## src/rtl/adc_ctl_pkg.sv

```systemverilog
package adc_ctl_pkg;

  ////////////////////////////////////////////////////////////////////////////
  // Bus geometry
  localparam int DATA_W = 32;
  localparam int ADDR_W = 8;
  localparam int SEL_W = 4;

  ////////////////////////////////////////////////////////////////////////////
  // Register byte addresses
  localparam logic [ADDR_W-1:0] CONTROL_ADDR = 8'h00;
  localparam logic [ADDR_W-1:0] CONFIG_ADDR = 8'h04;
  localparam logic [ADDR_W-1:0] CHAN_SEL_ADDR = 8'h08;
  localparam logic [ADDR_W-1:0] PAIR_CFG_ADDR = 8'h0C;
  localparam logic [ADDR_W-1:0] PORT_SEL_ADDR = 8'h10;
  localparam logic [ADDR_W-1:0] RESULT_ADDR = 8'h14;

  ////////////////////////////////////////////////////////////////////////////
  // Control register bit positions
  localparam int CTRL_ENABLE_BIT = 0;
  localparam int CTRL_START_BIT = 1;
  localparam int CTRL_DONE_BIT = 2;
  localparam int CTRL_BUSY_BIT = 3;

  ////////////////////////////////////////////////////////////////////////////
  // Field widths and reset values
  localparam int RESULT_W = 12;
  localparam int CHAN_W = 4;
  localparam int PAIR_W = 4;
  localparam int PORT_W = 8;
  localparam int GAIN_W = 3;
  localparam int CHAN_TEMP_BIT = 3;
  localparam logic [CHAN_W-1:0] CHAN_RESET = 4'h0;
  localparam logic [PAIR_W-1:0] PAIR_RESET = 4'h0;
  localparam logic [PORT_W-1:0] PORT_RESET = 8'h00;
  localparam logic [PORT_W-1:0] EVEN_PIN_MASK = 8'h55;
  localparam logic [PORT_W-1:0] ODD_PIN_MASK = 8'hAA;
  localparam logic [RESULT_W-1:0] RESULT_RESET = 12'h000;

  ////////////////////////////////////////////////////////////////////////////
  // Gain codes
  localparam logic [GAIN_W-1:0] GAIN_X1 = 3'h0;
  localparam logic [GAIN_W-1:0] GAIN_X2 = 3'h1;
  localparam logic [GAIN_W-1:0] GAIN_X4 = 3'h2;
  localparam logic [GAIN_W-1:0] GAIN_X8 = 3'h3;
  localparam logic [GAIN_W-1:0] GAIN_X16 = 3'h4;
  localparam logic [GAIN_W-1:0] GAIN_X0P5 = 3'h6;
  localparam logic [GAIN_W-1:0] GAIN_RESET = GAIN_X1;

  ////////////////////////////////////////////////////////////////////////////
  // Conversion timing
  localparam int CLK_PERIOD_NS = 20;
  localparam int BIT_TIME_NS = 500;
  localparam int BIT_CYCLES = (BIT_TIME_NS + CLK_PERIOD_NS - 1) / CLK_PERIOD_NS;
  localparam int TRACK_TICKS = 8;
  localparam int CONV_CYCLES = (TRACK_TICKS + RESULT_W) * BIT_CYCLES;
  localparam int TICK_W = 5;
  localparam int STEP_W = 4;
  localparam int AGE_W = 10;
  localparam logic [TICK_W-1:0] TICK_LAST = TICK_W'(BIT_CYCLES - 1);
  localparam logic [STEP_W-1:0] TRACK_LAST = STEP_W'(TRACK_TICKS - 1);
  localparam logic [AGE_W-1:0] DONE_AGE = AGE_W'(CONV_CYCLES + 1);

  typedef enum logic [1:0] {SEQ_IDLE, SEQ_TRACK, SEQ_CONVERT} seq_state_e;

endpackage

```

## src/rtl/sar_sequencer.sv

```systemverilog
`timescale 1ns/1ns
module sar_sequencer
(
  // Clock and reset
  input wire logic clk_i,
  input wire logic rst_i,
  // Control
  input wire logic enable_i,
  input wire logic start_i,
  input wire logic comp_i,
  // Status and result
  output logic busy_o,
  output logic sample_o,
  output logic done_o,
  output logic [adc_ctl_pkg::RESULT_W-1:0] trial_o,
  output logic [adc_ctl_pkg::RESULT_W-1:0] result_o
);

  adc_ctl_pkg::seq_state_e state_reg, state_next;
  logic [adc_ctl_pkg::TICK_W-1:0] tick_reg, tick_next;
  logic [adc_ctl_pkg::STEP_W-1:0] step_reg, step_next;
  logic [adc_ctl_pkg::RESULT_W-1:0] trial_reg, trial_next;
  logic [adc_ctl_pkg::RESULT_W-1:0] bit_reg, bit_next;
  logic [adc_ctl_pkg::RESULT_W-1:0] result_reg, result_next;
  logic done_reg, done_next;
  logic tick;
  logic [adc_ctl_pkg::RESULT_W-1:0] kept;

  ////////////////////////////////////////////////////////////////////////////
  // Bit-time divider and successive approximation
  assign tick = (tick_reg == adc_ctl_pkg::TICK_LAST);
  assign kept = comp_i ? trial_reg : (trial_reg & ~bit_reg);

  always_comb
  begin
    state_next = state_reg;
    tick_next = tick ? '0 : tick_reg + 1'b1;
    step_next = step_reg;
    trial_next = trial_reg;
    bit_next = bit_reg;
    result_next = result_reg;
    done_next = 1'b0;
    case (state_reg)
      adc_ctl_pkg::SEQ_IDLE:
      begin
        tick_next = '0;
        if (start_i && enable_i)
        begin
          state_next = adc_ctl_pkg::SEQ_TRACK;
          step_next = '0;
        end
      end
      adc_ctl_pkg::SEQ_TRACK:
      begin
        if (tick)
        begin
          step_next = step_reg + 1'b1;
          if (step_reg == adc_ctl_pkg::TRACK_LAST)
          begin
            state_next = adc_ctl_pkg::SEQ_CONVERT;
            bit_next = {1'b1, {(adc_ctl_pkg::RESULT_W-1){1'b0}}};
            trial_next = {1'b1, {(adc_ctl_pkg::RESULT_W-1){1'b0}}};
          end
        end
      end
      adc_ctl_pkg::SEQ_CONVERT:
      begin
        if (tick)
        begin
          bit_next = bit_reg >> 1;
          trial_next = kept | (bit_reg >> 1);
          if (bit_reg[0])
          begin
            state_next = adc_ctl_pkg::SEQ_IDLE;
            result_next = kept;
            done_next = 1'b1;
          end
        end
      end
      default:
      begin
        state_next = adc_ctl_pkg::SEQ_IDLE;
      end
    endcase
    if (!enable_i)
    begin
      state_next = adc_ctl_pkg::SEQ_IDLE;
      result_next = result_reg;
      done_next = 1'b0;
    end
  end

  always_ff @(posedge clk_i)
  begin
    if (rst_i)
    begin
      state_reg <= adc_ctl_pkg::SEQ_IDLE;
      tick_reg <= '0;
      step_reg <= '0;
      trial_reg <= adc_ctl_pkg::RESULT_RESET;
      bit_reg <= adc_ctl_pkg::RESULT_RESET;
      result_reg <= adc_ctl_pkg::RESULT_RESET;
      done_reg <= 1'b0;
    end
    else
    begin
      state_reg <= state_next;
      tick_reg <= tick_next;
      step_reg <= step_next;
      trial_reg <= trial_next;
      bit_reg <= bit_next;
      result_reg <= result_next;
      done_reg <= done_next;
    end
  end

  assign busy_o = (state_reg != adc_ctl_pkg::SEQ_IDLE);
  assign sample_o = (state_reg == adc_ctl_pkg::SEQ_TRACK);
  assign done_o = done_reg;
  assign trial_o = trial_reg;
  assign result_o = result_reg;

  ////////////////////////////////////////////////////////////////////////////
  // Checks
  logic [adc_ctl_pkg::AGE_W-1:0] age_reg;

  always_ff @(posedge clk_i)
  begin
    if (rst_i)
    begin
      age_reg <= '0;
    end
    else if (!busy_o && start_i && enable_i)
    begin
      age_reg <= adc_ctl_pkg::AGE_W'(1);
    end
    else if (busy_o)
    begin
      age_reg <= age_reg + 1'b1;
    end
  end
endmodule // sar_sequencer

```

## src/rtl/adc_mux_gain_control.sv

```systemverilog
`timescale 1ns/1ns
// Notes on behaviour
// - Converter, track-and-hold and amplifier powered only while enable bit is one.
// - Enable bit zero drops power and holds the sequencer idle; mux, port and gain routing still follow their registers.
// - Multiplexer offers external inputs, port even/odd, high-voltage amp, temperature.
// - Each input pair is set single-ended or differential by software.
// - Pair configuration may change at run time between conversions.
// - Every input pair is single-ended after reset.
// - Three multiplexer registers: channel select, pair config, port-pin select.
// - Amplifier gain comes from the three-bit gain code field.
// - Gain codes select 0.5, 1, 2, 4, 8 and 16.
// - Reset loads the gain code for unity gain.
// - Twelve-bit successive approximation results, at most 100 ksps.
// - Any port pins selectable; even pins and odd pins feed separate inputs.
module adc_mux_gain_control
(
  // Clock and reset
  input wire logic clk_i,
  input wire logic rst_i,
  // Wishbone slave
  input wire logic wb_cyc_i,
  input wire logic wb_stb_i,
  input wire logic wb_we_i,
  input wire logic [adc_ctl_pkg::ADDR_W-1:0] wb_adr_i,
  input wire logic [adc_ctl_pkg::SEL_W-1:0] wb_sel_i,
  input wire logic [adc_ctl_pkg::DATA_W-1:0] wb_dat_i,
  output logic [adc_ctl_pkg::DATA_W-1:0] wb_dat_o,
  output logic wb_ack_o,
  // Analog front end
  input wire logic comp_i,
  output logic power_o,
  output logic sample_o,
  output logic [adc_ctl_pkg::RESULT_W-1:0] trial_o,
  output logic [adc_ctl_pkg::CHAN_W-1:0] mux_chan_o,
  output logic mux_diff_o,
  output logic [adc_ctl_pkg::PAIR_W-1:0] pair_diff_o,
  output logic [adc_ctl_pkg::PORT_W-1:0] port_pins_o,
  output logic port_even_o,
  output logic port_odd_o,
  output logic [adc_ctl_pkg::GAIN_W-1:0] gain_o
);

  ////////////////////////////////////////////////////////////////////////////
  // Register state
  logic enable_reg, enable_next;
  logic start_reg, start_next;
  logic done_flag_reg, done_flag_next;
  logic [adc_ctl_pkg::GAIN_W-1:0] gain_reg, gain_next;
  logic [adc_ctl_pkg::CHAN_W-1:0] chan_reg, chan_next;
  logic [adc_ctl_pkg::PAIR_W-1:0] pair_reg, pair_next;
  logic [adc_ctl_pkg::PORT_W-1:0] port_reg, port_next;
  logic ack_reg, ack_next;
  logic [adc_ctl_pkg::DATA_W-1:0] rdata_reg, rdata_next;
  logic req;
  logic wr;
  logic busy;
  logic done;
  logic [adc_ctl_pkg::RESULT_W-1:0] result;

  assign req = wb_cyc_i && wb_stb_i && !ack_reg;
  assign wr = req && wb_we_i && wb_sel_i[0];

  always_comb
  begin
    enable_next = enable_reg;
    start_next = 1'b0;
    done_flag_next = done_flag_reg;
    gain_next = gain_reg;
    chan_next = chan_reg;
    pair_next = pair_reg;
    port_next = port_reg;
    rdata_next = rdata_reg;
    ack_next = req;
    if (wr)
    begin
      if (wb_adr_i == adc_ctl_pkg::CONTROL_ADDR)
      begin
        enable_next = wb_dat_i[adc_ctl_pkg::CTRL_ENABLE_BIT];
        start_next = wb_dat_i[adc_ctl_pkg::CTRL_START_BIT];
        if (wb_dat_i[adc_ctl_pkg::CTRL_DONE_BIT])
        begin
          done_flag_next = 1'b0;
        end
      end
      else if (wb_adr_i == adc_ctl_pkg::CONFIG_ADDR)
      begin
        gain_next = wb_dat_i[adc_ctl_pkg::GAIN_W-1:0];
      end
      else if (wb_adr_i == adc_ctl_pkg::CHAN_SEL_ADDR)
      begin
        chan_next = wb_dat_i[adc_ctl_pkg::CHAN_W-1:0];
      end
      else if (wb_adr_i == adc_ctl_pkg::PAIR_CFG_ADDR)
      begin
        pair_next = wb_dat_i[adc_ctl_pkg::PAIR_W-1:0];
      end
      else if (wb_adr_i == adc_ctl_pkg::PORT_SEL_ADDR)
      begin
        port_next = wb_dat_i[adc_ctl_pkg::PORT_W-1:0];
      end
    end
    if (done)
    begin
      done_flag_next = 1'b1;
    end
    if (req && !wb_we_i)
    begin
      rdata_next = '0;
      if (wb_adr_i == adc_ctl_pkg::CONTROL_ADDR)
      begin
        rdata_next[adc_ctl_pkg::CTRL_ENABLE_BIT] = enable_reg;
        rdata_next[adc_ctl_pkg::CTRL_DONE_BIT] = done_flag_reg;
        rdata_next[adc_ctl_pkg::CTRL_BUSY_BIT] = busy;
      end
      else if (wb_adr_i == adc_ctl_pkg::CONFIG_ADDR)
      begin
        rdata_next[adc_ctl_pkg::GAIN_W-1:0] = gain_reg;
      end
      else if (wb_adr_i == adc_ctl_pkg::CHAN_SEL_ADDR)
      begin
        rdata_next[adc_ctl_pkg::CHAN_W-1:0] = chan_reg;
      end
      else if (wb_adr_i == adc_ctl_pkg::PAIR_CFG_ADDR)
      begin
        rdata_next[adc_ctl_pkg::PAIR_W-1:0] = pair_reg;
      end
      else if (wb_adr_i == adc_ctl_pkg::PORT_SEL_ADDR)
      begin
        rdata_next[adc_ctl_pkg::PORT_W-1:0] = port_reg;
      end
      else if (wb_adr_i == adc_ctl_pkg::RESULT_ADDR)
      begin
        rdata_next[adc_ctl_pkg::RESULT_W-1:0] = result;
      end
    end
  end

  always_ff @(posedge clk_i)
  begin
    if (rst_i)
    begin
      enable_reg <= 1'b0;
      start_reg <= 1'b0;
      done_flag_reg <= 1'b0;
      gain_reg <= adc_ctl_pkg::GAIN_RESET;
      chan_reg <= adc_ctl_pkg::CHAN_RESET;
      pair_reg <= adc_ctl_pkg::PAIR_RESET;
      port_reg <= adc_ctl_pkg::PORT_RESET;
      ack_reg <= 1'b0;
      rdata_reg <= '0;
    end
    else
    begin
      enable_reg <= enable_next;
      start_reg <= start_next;
      done_flag_reg <= done_flag_next;
      gain_reg <= gain_next;
      chan_reg <= chan_next;
      pair_reg <= pair_next;
      port_reg <= port_next;
      ack_reg <= ack_next;
      rdata_reg <= rdata_next;
    end
  end

  assign wb_ack_o = ack_reg;
  assign wb_dat_o = rdata_reg;

  ////////////////////////////////////////////////////////////////////////////
  // Comparator synchroniser
  logic comp_meta_reg, comp_sync_reg;

  always_ff @(posedge clk_i)
  begin
    if (rst_i)
    begin
      comp_meta_reg <= 1'b0;
      comp_sync_reg <= 1'b0;
    end
    else
    begin
      comp_meta_reg <= comp_i;
      comp_sync_reg <= comp_meta_reg;
    end
  end

  ////////////////////////////////////////////////////////////////////////////
  // Conversion sequencer
  sar_sequencer sar_sequencer_inst
  (
    .clk_i(clk_i),
    .rst_i(rst_i),
    .enable_i(enable_reg),
    .start_i(start_reg),
    .comp_i(comp_sync_reg),
    .busy_o(busy),
    .sample_o(sample_o),
    .done_o(done),
    .trial_o(trial_o),
    .result_o(result)
  );

  ////////////////////////////////////////////////////////////////////////////
  // Front-end routing, frozen while a conversion runs
  logic [adc_ctl_pkg::CHAN_W-1:0] mux_chan_reg, mux_chan_next;
  logic mux_diff_reg, mux_diff_next;
  logic [adc_ctl_pkg::PAIR_W-1:0] pair_out_reg, pair_out_next;
  logic [adc_ctl_pkg::PORT_W-1:0] port_out_reg, port_out_next;
  logic port_even_reg, port_even_next;
  logic port_odd_reg, port_odd_next;
  logic [adc_ctl_pkg::GAIN_W-1:0] gain_out_reg, gain_out_next;
  logic power_reg, power_next;

  always_comb
  begin
    mux_chan_next = mux_chan_reg;
    mux_diff_next = mux_diff_reg;
    pair_out_next = pair_out_reg;
    port_out_next = port_out_reg;
    port_even_next = port_even_reg;
    port_odd_next = port_odd_reg;
    gain_out_next = gain_out_reg;
    power_next = enable_reg;
    if (!busy)
    begin
      mux_diff_next = !chan_reg[adc_ctl_pkg::CHAN_TEMP_BIT]
        && pair_reg[chan_reg[2:1]];
      mux_chan_next = mux_diff_next ? {chan_reg[3:1], 1'b0} : chan_reg;
      pair_out_next = pair_reg;
      port_out_next = port_reg;
      port_even_next = |(port_reg & adc_ctl_pkg::EVEN_PIN_MASK);
      port_odd_next = |(port_reg & adc_ctl_pkg::ODD_PIN_MASK);
      gain_out_next = gain_reg;
    end
  end

  always_ff @(posedge clk_i)
  begin
    if (rst_i)
    begin
      mux_chan_reg <= adc_ctl_pkg::CHAN_RESET;
      mux_diff_reg <= 1'b0;
      pair_out_reg <= adc_ctl_pkg::PAIR_RESET;
      port_out_reg <= adc_ctl_pkg::PORT_RESET;
      port_even_reg <= 1'b0;
      port_odd_reg <= 1'b0;
      gain_out_reg <= adc_ctl_pkg::GAIN_RESET;
      power_reg <= 1'b0;
    end
    else
    begin
      mux_chan_reg <= mux_chan_next;
      mux_diff_reg <= mux_diff_next;
      pair_out_reg <= pair_out_next;
      port_out_reg <= port_out_next;
      port_even_reg <= port_even_next;
      port_odd_reg <= port_odd_next;
      gain_out_reg <= gain_out_next;
      power_reg <= power_next;
    end
  end

  assign mux_chan_o = mux_chan_reg;
  assign mux_diff_o = mux_diff_reg;
  assign pair_diff_o = pair_out_reg;
  assign port_pins_o = port_out_reg;
  assign port_even_o = port_even_reg;
  assign port_odd_o = port_odd_reg;
  assign gain_o = gain_out_reg;
  assign power_o = power_reg;
endmodule // adc_mux_gain_control

```

## config.mk

```make
export PLATFORM = sky130hd
export DESIGN_NAME = adc_mux_gain_control
export DESIGN_NICKNAME = d
export VERILOG_FILES = /design/src/rtl/adc_ctl_pkg.sv /design/src/rtl/sar_sequencer.sv /design/src/rtl/adc_mux_gain_control.sv
export SDC_FILE = /design/constraint.sdc
export NUM_CORES = 1
export LEC_CHECK = 0
export ABC_AREA = 1
export ABC_CLOCK_PERIOD_IN_PS = 3800
export BUFFER_PORTS_ARGS = -buffer_cell sky130_fd_sc_hd__buf_2
export CORE_UTILIZATION = 45
export CTS_CLUSTER_DIAMETER = 200
export DETAILED_ROUTE_END_ITERATION = 6
export HOLD_SLACK_MARGIN = 0.12
export PLACE_DENSITY_LB_ADDON = 0.1
export SLEW_MARGIN = 20
export SYNTH_ARGS = -nofsm -noshare
export SYNTH_HDL_FRONTEND = slang
export SYNTH_HIERARCHICAL = 1
export SYNTH_SLANG_ARGS = --single-unit
```

## constraint.sdc

```tcl
create_clock -name clk_i -period 3.8 [get_ports clk_i]
set_clock_uncertainty 0.1 [all_clocks]
set_input_delay 0.57 -clock clk_i [delete_from_list [all_inputs] [get_ports clk_i]]
set_output_delay 0.57 -clock clk_i [all_outputs]
set_load 0.02 [all_outputs]
```

Yosys cells after proc, flatten, opt, wreduce, memory -nomap -nowiden:

Cells that the tools add are included.

* $add $sub $neg: 2
* multiply operators: 0
* divide/modulo/power cells: 0
* $lt $le $gt $ge: 1
* equal/unequal tests: 14
* shift-type cells: 0
* muxes and demuxes: 43
* bitwise logic cells: 11
* reductions and logical operators: 34

Operator list (number)
* 12-bit two-way mux: 12
* 12-bit one-hot mux with 2 select lines: 2
* 8-bit two-way mux: 4
* 4-bit two-way mux: 5
* 8-bit by 4-bit == test with 1-bit output, second input constant: 2
* 8-bit by 5-bit == test with 1-bit output, second input constant: 2
* 12-bit AND: 1
* 2-bit two-way mux: 6
* 12-bit NOT: 1
* 12-bit by 11-bit OR with 12-bit output: 1
* 4-bit AND reduction: 3
* 2-bit nonzero test: 6
* 4-bit OR reduction: 3
* 2-bit by 1-bit != test with 1-bit output, second input constant: 5
* 5-bit AND reduction: 2
* 1-bit two-way mux: 9
* 9-bit two-way mux: 1
* 3-bit AND reduction: 3
* 8-bit by 3-bit == test with 1-bit output, second input constant: 1
* 8-bit logical NOT: 1
* 1-bit NOT: 8
* 4-bit one-hot mux with 2 select lines: 1
* 1-bit logical AND: 7
* 2-bit one-hot mux with 3 select lines: 1
* other kinds (15): 18

* bits in registers: 108
* bits in latches: 0
* memory bits (writable): 0
* memory bits (read-only): 0
* input bits: 50
* word-level logic and storage cells: 131
* memories kept: 0

Logic depth before layout (Yosys ltp):

* depth in word-level cells: 13
* gate-level depth with buffers: 11
* depth with buffers taken out: 11

Cells and area by module:

The synthesis kept the hierarchy.

Modules (own cells, without submodules)
* adc_mux_gain_control: instances 1, cells an instance 363, area an instance 2678.8 um^2
* sar_sequencer: instances 1, cells an instance 339, area an instance 2369.8 um^2

Least setup slack after synthesis:

No wires, ideal clock.

* path kind: in2reg
* start: in wb_adr_i[0] in the netlist's numbering
* end: reg done_flag_reg
* setup time: 0.132 ns
* data arrival time: 1.472 ns
* required time: 3.568 ns
* path slack: 2.096 ns
* cell stages on the path: 7
* buffers on the path: 0
* cell sequence: inv_1 nand2_1 nor2_1 nand2_2 or2_1 o21ai_0 a21oi_1

* word-level cells in the longest chain between the ends: 3

RTL lines
* from (decl): RTL line adc_mux_gain_control.sv:24 `input wire logic [adc_ctl_pkg::ADDR_W-1:0] wb_adr_i,`
* 8-bit logical NOT: RTL line adc_mux_gain_control.sv:76 `if (wb_adr_i == adc_ctl_pkg::CONTROL_ADDR)`
* 2-bit nonzero test (no source line)
* 3-bit AND reduction (no source line)
* to (signal assigned): RTL line adc_mux_gain_control.sv:156 `done_flag_reg <= done_flag_next;`
* to (decl): RTL line adc_mux_gain_control.sv:47 `logic done_flag_reg, done_flag_next;`

No other way between the ends.
A chain may end at the register's enable or synchronous reset.

Worst setup path in the final report:

* start: reg sar_sequencer_inst.state_reg[1]
* end: reg rdata_reg (netlist bit wb_dat_o[3])

* word-level cells in the longest chain between the ends: 2

RTL lines
* from (decl): RTL line sar_sequencer.sv:19 `adc_ctl_pkg::seq_state_e state_reg, state_next;`
* from (signal assigned): RTL line sar_sequencer.sv:97 `state_reg <= adc_ctl_pkg::SEQ_IDLE;`
* from (signal assigned): RTL line sar_sequencer.sv:107 `state_reg <= state_next;`
* 2-bit nonzero test: RTL line sar_sequencer.sv:117 `assign busy_o = (state_reg != adc_ctl_pkg::SEQ_IDLE);`
* via busy: RTL line adc_mux_gain_control.sv:56 `logic busy;`
* 2-bit two-way mux: RTL line adc_mux_gain_control.sv:109 `if (wb_adr_i == adc_ctl_pkg::CONTROL_ADDR)`
* to (signal assigned): RTL line adc_mux_gain_control.sv:162 `rdata_reg <= rdata_next;`
* to (decl): RTL line adc_mux_gain_control.sv:53 `logic [adc_ctl_pkg::DATA_W-1:0] rdata_reg, rdata_next;`

The timed path passes the listed nets, and every way through them passes these cells.

==> flow_metrics.env <==
export IMPL_ys_seq_area_frac=0.4283
export IMPL_wl_per_cell_um=12.82
export IMPL_drv_cap=0
export IMPL_reg2reg_depth=6
export IMPL_period_minus_slack_ns=2.158
export IMPL_drcViolationCount=0
export IMPL_cp_cell_sequence="inv_2 > nand2_1 > inv_1 > a21oi_1 > nand2_1 > a21oi_1"
export IMPL_total_power_mw=1.949
export IMPL_synth_top_area_frac=0.4283
export IMPL_syn_area_per_cell_um2=7.192
export IMPL_r2r_slack_ns=1.64
export IMPL_wl_um=11570
export IMPL_syn_inst=702
export IMPL_slowest_delay_ns=0.51
export IMPL_p_leak_nw=2.571
export IMPL_track_usage=0.2097
export IMPL_maxSlewHeadroom=0.4158
export IMPL_vias=4413
export IMPL_hold_depth=3
export IMPL_switching_share=0.2333
export IMPL_cts_resized_gates=0
export IMPL_nets=811
export IMPL_root_buffer="clkbuf_8"
export IMPL_netlist_top_cell_by_area="dfxtp_1"
export IMPL_antenna_cells=0
export IMPL_final_common_cell="nand2_1"
export IMPL_p_seq_frac=0.582
export IMPL_combPwrFrac=0.044
export IMPL_syn_area_um2=5049
export IMPL_core_um2=10890
export IMPL_cp_slowest_cell="dfxtp_1"
export IMPL_startpoint_type="flop"
export IMPL_cts_hold_buf=0
export IMPL_cts_sinks=108
export IMPL_cts_htree_levels=3
export IMPL_clkPwrFrac=0.374
export IMPL_post_cts_buffers=0
export IMPL_insertion_delay_ns=0.37
export IMPL_synthTopCellsByArea="dfxtp_1 43%, nand2_1 11%, nor2_1 8.9%"
export IMPL_io_buffers=71
export IMPL_rows=38
export IMPL_worstSetupPathType="reg2reg"
export IMPL_tightest_slew_ns=0.8753
export IMPL_dp_slack_ns=1.618
export IMPL_crit_fanout=29
export IMPL_hold_violations=0
export IMPL_worst_slack_ns=1.642
export IMPL_dieArea_um2=11650
export IMPL_ys_types=34
export IMPL_grt_pass1_vias=4073
export IMPL_internal_power_mw=1.494
export IMPL_rsz0062_at_grt="false"
export IMPL_grtUsageMet3=0.03995
export IMPL_hold_ws_ns=0.2904
export IMPL_grt_util_met2=0.3622
export IMPL_grt_busiest_layer="met2"
export IMPL_start_util=0.4637
export IMPL_clkTransAtPathRegs_ns=0.10
export IMPL_ios=119
export IMPL_fin_util=0.5091
export IMPL_worstPathArrival_ns=2.37
export IMPL_critPathTopFamily="buffers and inverters"
export IMPL_clock_fmax_mhz=463.4
export IMPL_cts_tree="built"
export IMPL_numCtsBuffers=9
export IMPL_ys_warn_count=6
export IMPL_grt_overflow=0
export IMPL_layout_common_cells="143 x nand2_1, 120 x nor2_1, 108 x dfxtp_1"
export IMPL_fin_crit_sh=0.5679
export IMPL_drt_iter0_drc=218
export IMPL_grt_pass1_wl_um=19090
export IMPL_vdd_ir_drop_max_uv=144.2
export IMPL_hpwl_um=8175
export IMPL_gp_congestion=0.8461
export IMPL_use_met1=0.2605
export IMPL_power_density_nw_per_um2=351.6
export IMPL_setup_viol=0
export IMPL_maxSlewViolCount=0
export IMPL_whs_endpoint="comp_meta_reg"
export IMPL_drt_pass1_iterations=5
export IMPL_endpoint_kind="flop"
export IMPL_setup_tns_ns=0
export IMPL_nFillCells=1132
export IMPL_ant_nets=0
export IMPL_critPathRequiredTime_ns=4.01
export IMPL_layout_drive_gt1_share=0.1586
export IMPL_area_growth_syn_to_layout_pct=9.789
export IMPL_ys_ff_latch=108
export IMPL_die_y_um=107.9
export IMPL_worstReg2RegEnd="wb_dat_o[3]"
export IMPL_r2r_start="sar_sequencer_inst/state_reg[1]"
export IMPL_die_w_um=107.9
export IMPL_hold_path_class="in2reg"
export IMPL_antenna_found_initial=0
export IMPL_status="complete, no violations"
export IMPL_grt_max_degree=44
export IMPL_hp_start="comp_i"
export IMPL_cp_num_buf_inv=2
export IMPL_cts_buffer_depth=2
export IMPL_routed_via_density=4.887
export IMPL_power_switching_uw=454.7
==> cells in the mapped netlist <==
cell / count
nand2_1: 143
nor2_1: 120
dfxtp_1: 108
a21oi_1: 78
inv_1: 55
o21ai_0: 45
nand3_1: 31
buf_4: 22
nand3b_1: 12
clkbuf_1: 11
buf_6: 8
inv_2: 7
nor2_4: 7
nor3_1: 7
buf_2: 6
nand2_2: 5
nand4_1: 5
nor2_2: 4
a211oi_1: 3
ha_1: 3
a22o_1: 2
clkinv_1: 2
nand2_4: 2
nand3_2: 2
nand3_4: 2
nor2_8: 2
o211ai_1: 2
or2_2: 2
a31oi_1: 1
conb_1: 1
nor3_4: 1
o21bai_1: 1
o31ai_1: 1
or2_1: 1
==> per-stage QoR <==
step,instance area (µm²),std cells
after floorplan,5120,721
after global placement,5339,887
after detailed placement,5339,887
after CTS,5543,903
after global routing,5543,903
final,5543,903
==> cells by family after synthesis <==
| logic type | Yosys count | share of synthesized area |
|---|---|---|
| buffers and inverters | 111 | 0.1123 |
| adders and majority gates | 3 | 0.007436 |
| DFF | 108 | 0.4283 |
| and+or+nand+nor | 346 | 0.3142 |
| other | 1 | 0.0007428 |
| AOI/OAI and AO/OA | 133 | 0.1371 |
==> metal layers <==
layer,vias to the layer above,part of all wire
li1,2318,-
met5,-,0
met1,2018,0.47
met2,68,0.48
met3,9,0.035
met4,0,0.012
==> power by group through the flow <==
stage | Combinational [mW] | Clock [mW] | Sequential (mW)
floorplan | 0.0740 | 0 | 1.16
global placement | 0.0856 | 0 | 1.16
detailed placement | 0.0866 | 0 | 1.16
CTS | 0.0868 | 0.757 | 1.13
global route | 0.0974 | 0.797 | 1.13
finish | 0.0859 | 0.730 | 1.13
==> tightest hold or removal path: stages <==
cell and delay (ns):
buf_2 0.09, inv_1 0.04, nor2_1 0.03
==> how the worst max path moves through the flow <==
stage | from | endpoint | slack (ns) | cells after the start
after detailed placement | rst_i | pair_reg[2] | 1.62 | 5
after global routing | sar_sequencer_inst/state_reg[1] | wb_dat_o[3] | 1.39 | 6
after CTS | sar_sequencer_inst/state_reg[1] | wb_dat_o[3] | 1.62 | 6
after global placement | rst_i | enable_reg | 1.61 | 5
final | sar_sequencer_inst/state_reg[1] | wb_dat_o[3] | 1.64 | 6
after floorplan | wb_adr_i[0] | done_flag_reg | 2.10 | 7
==> cell type report <==
type	count	area, µm²	area share
clock buffers	13	158.9	0.02867
multi-input cells	502	2391	0.4314
inverters	64	240.2	0.04334
clock inverters	3	45.04	0.008126
well taps	140	175.2	0.03160
repair buffers	73	370.4	0.06682
flip-flops and latches	108	2162	0.3901
(Power assumes the default switching activity.)
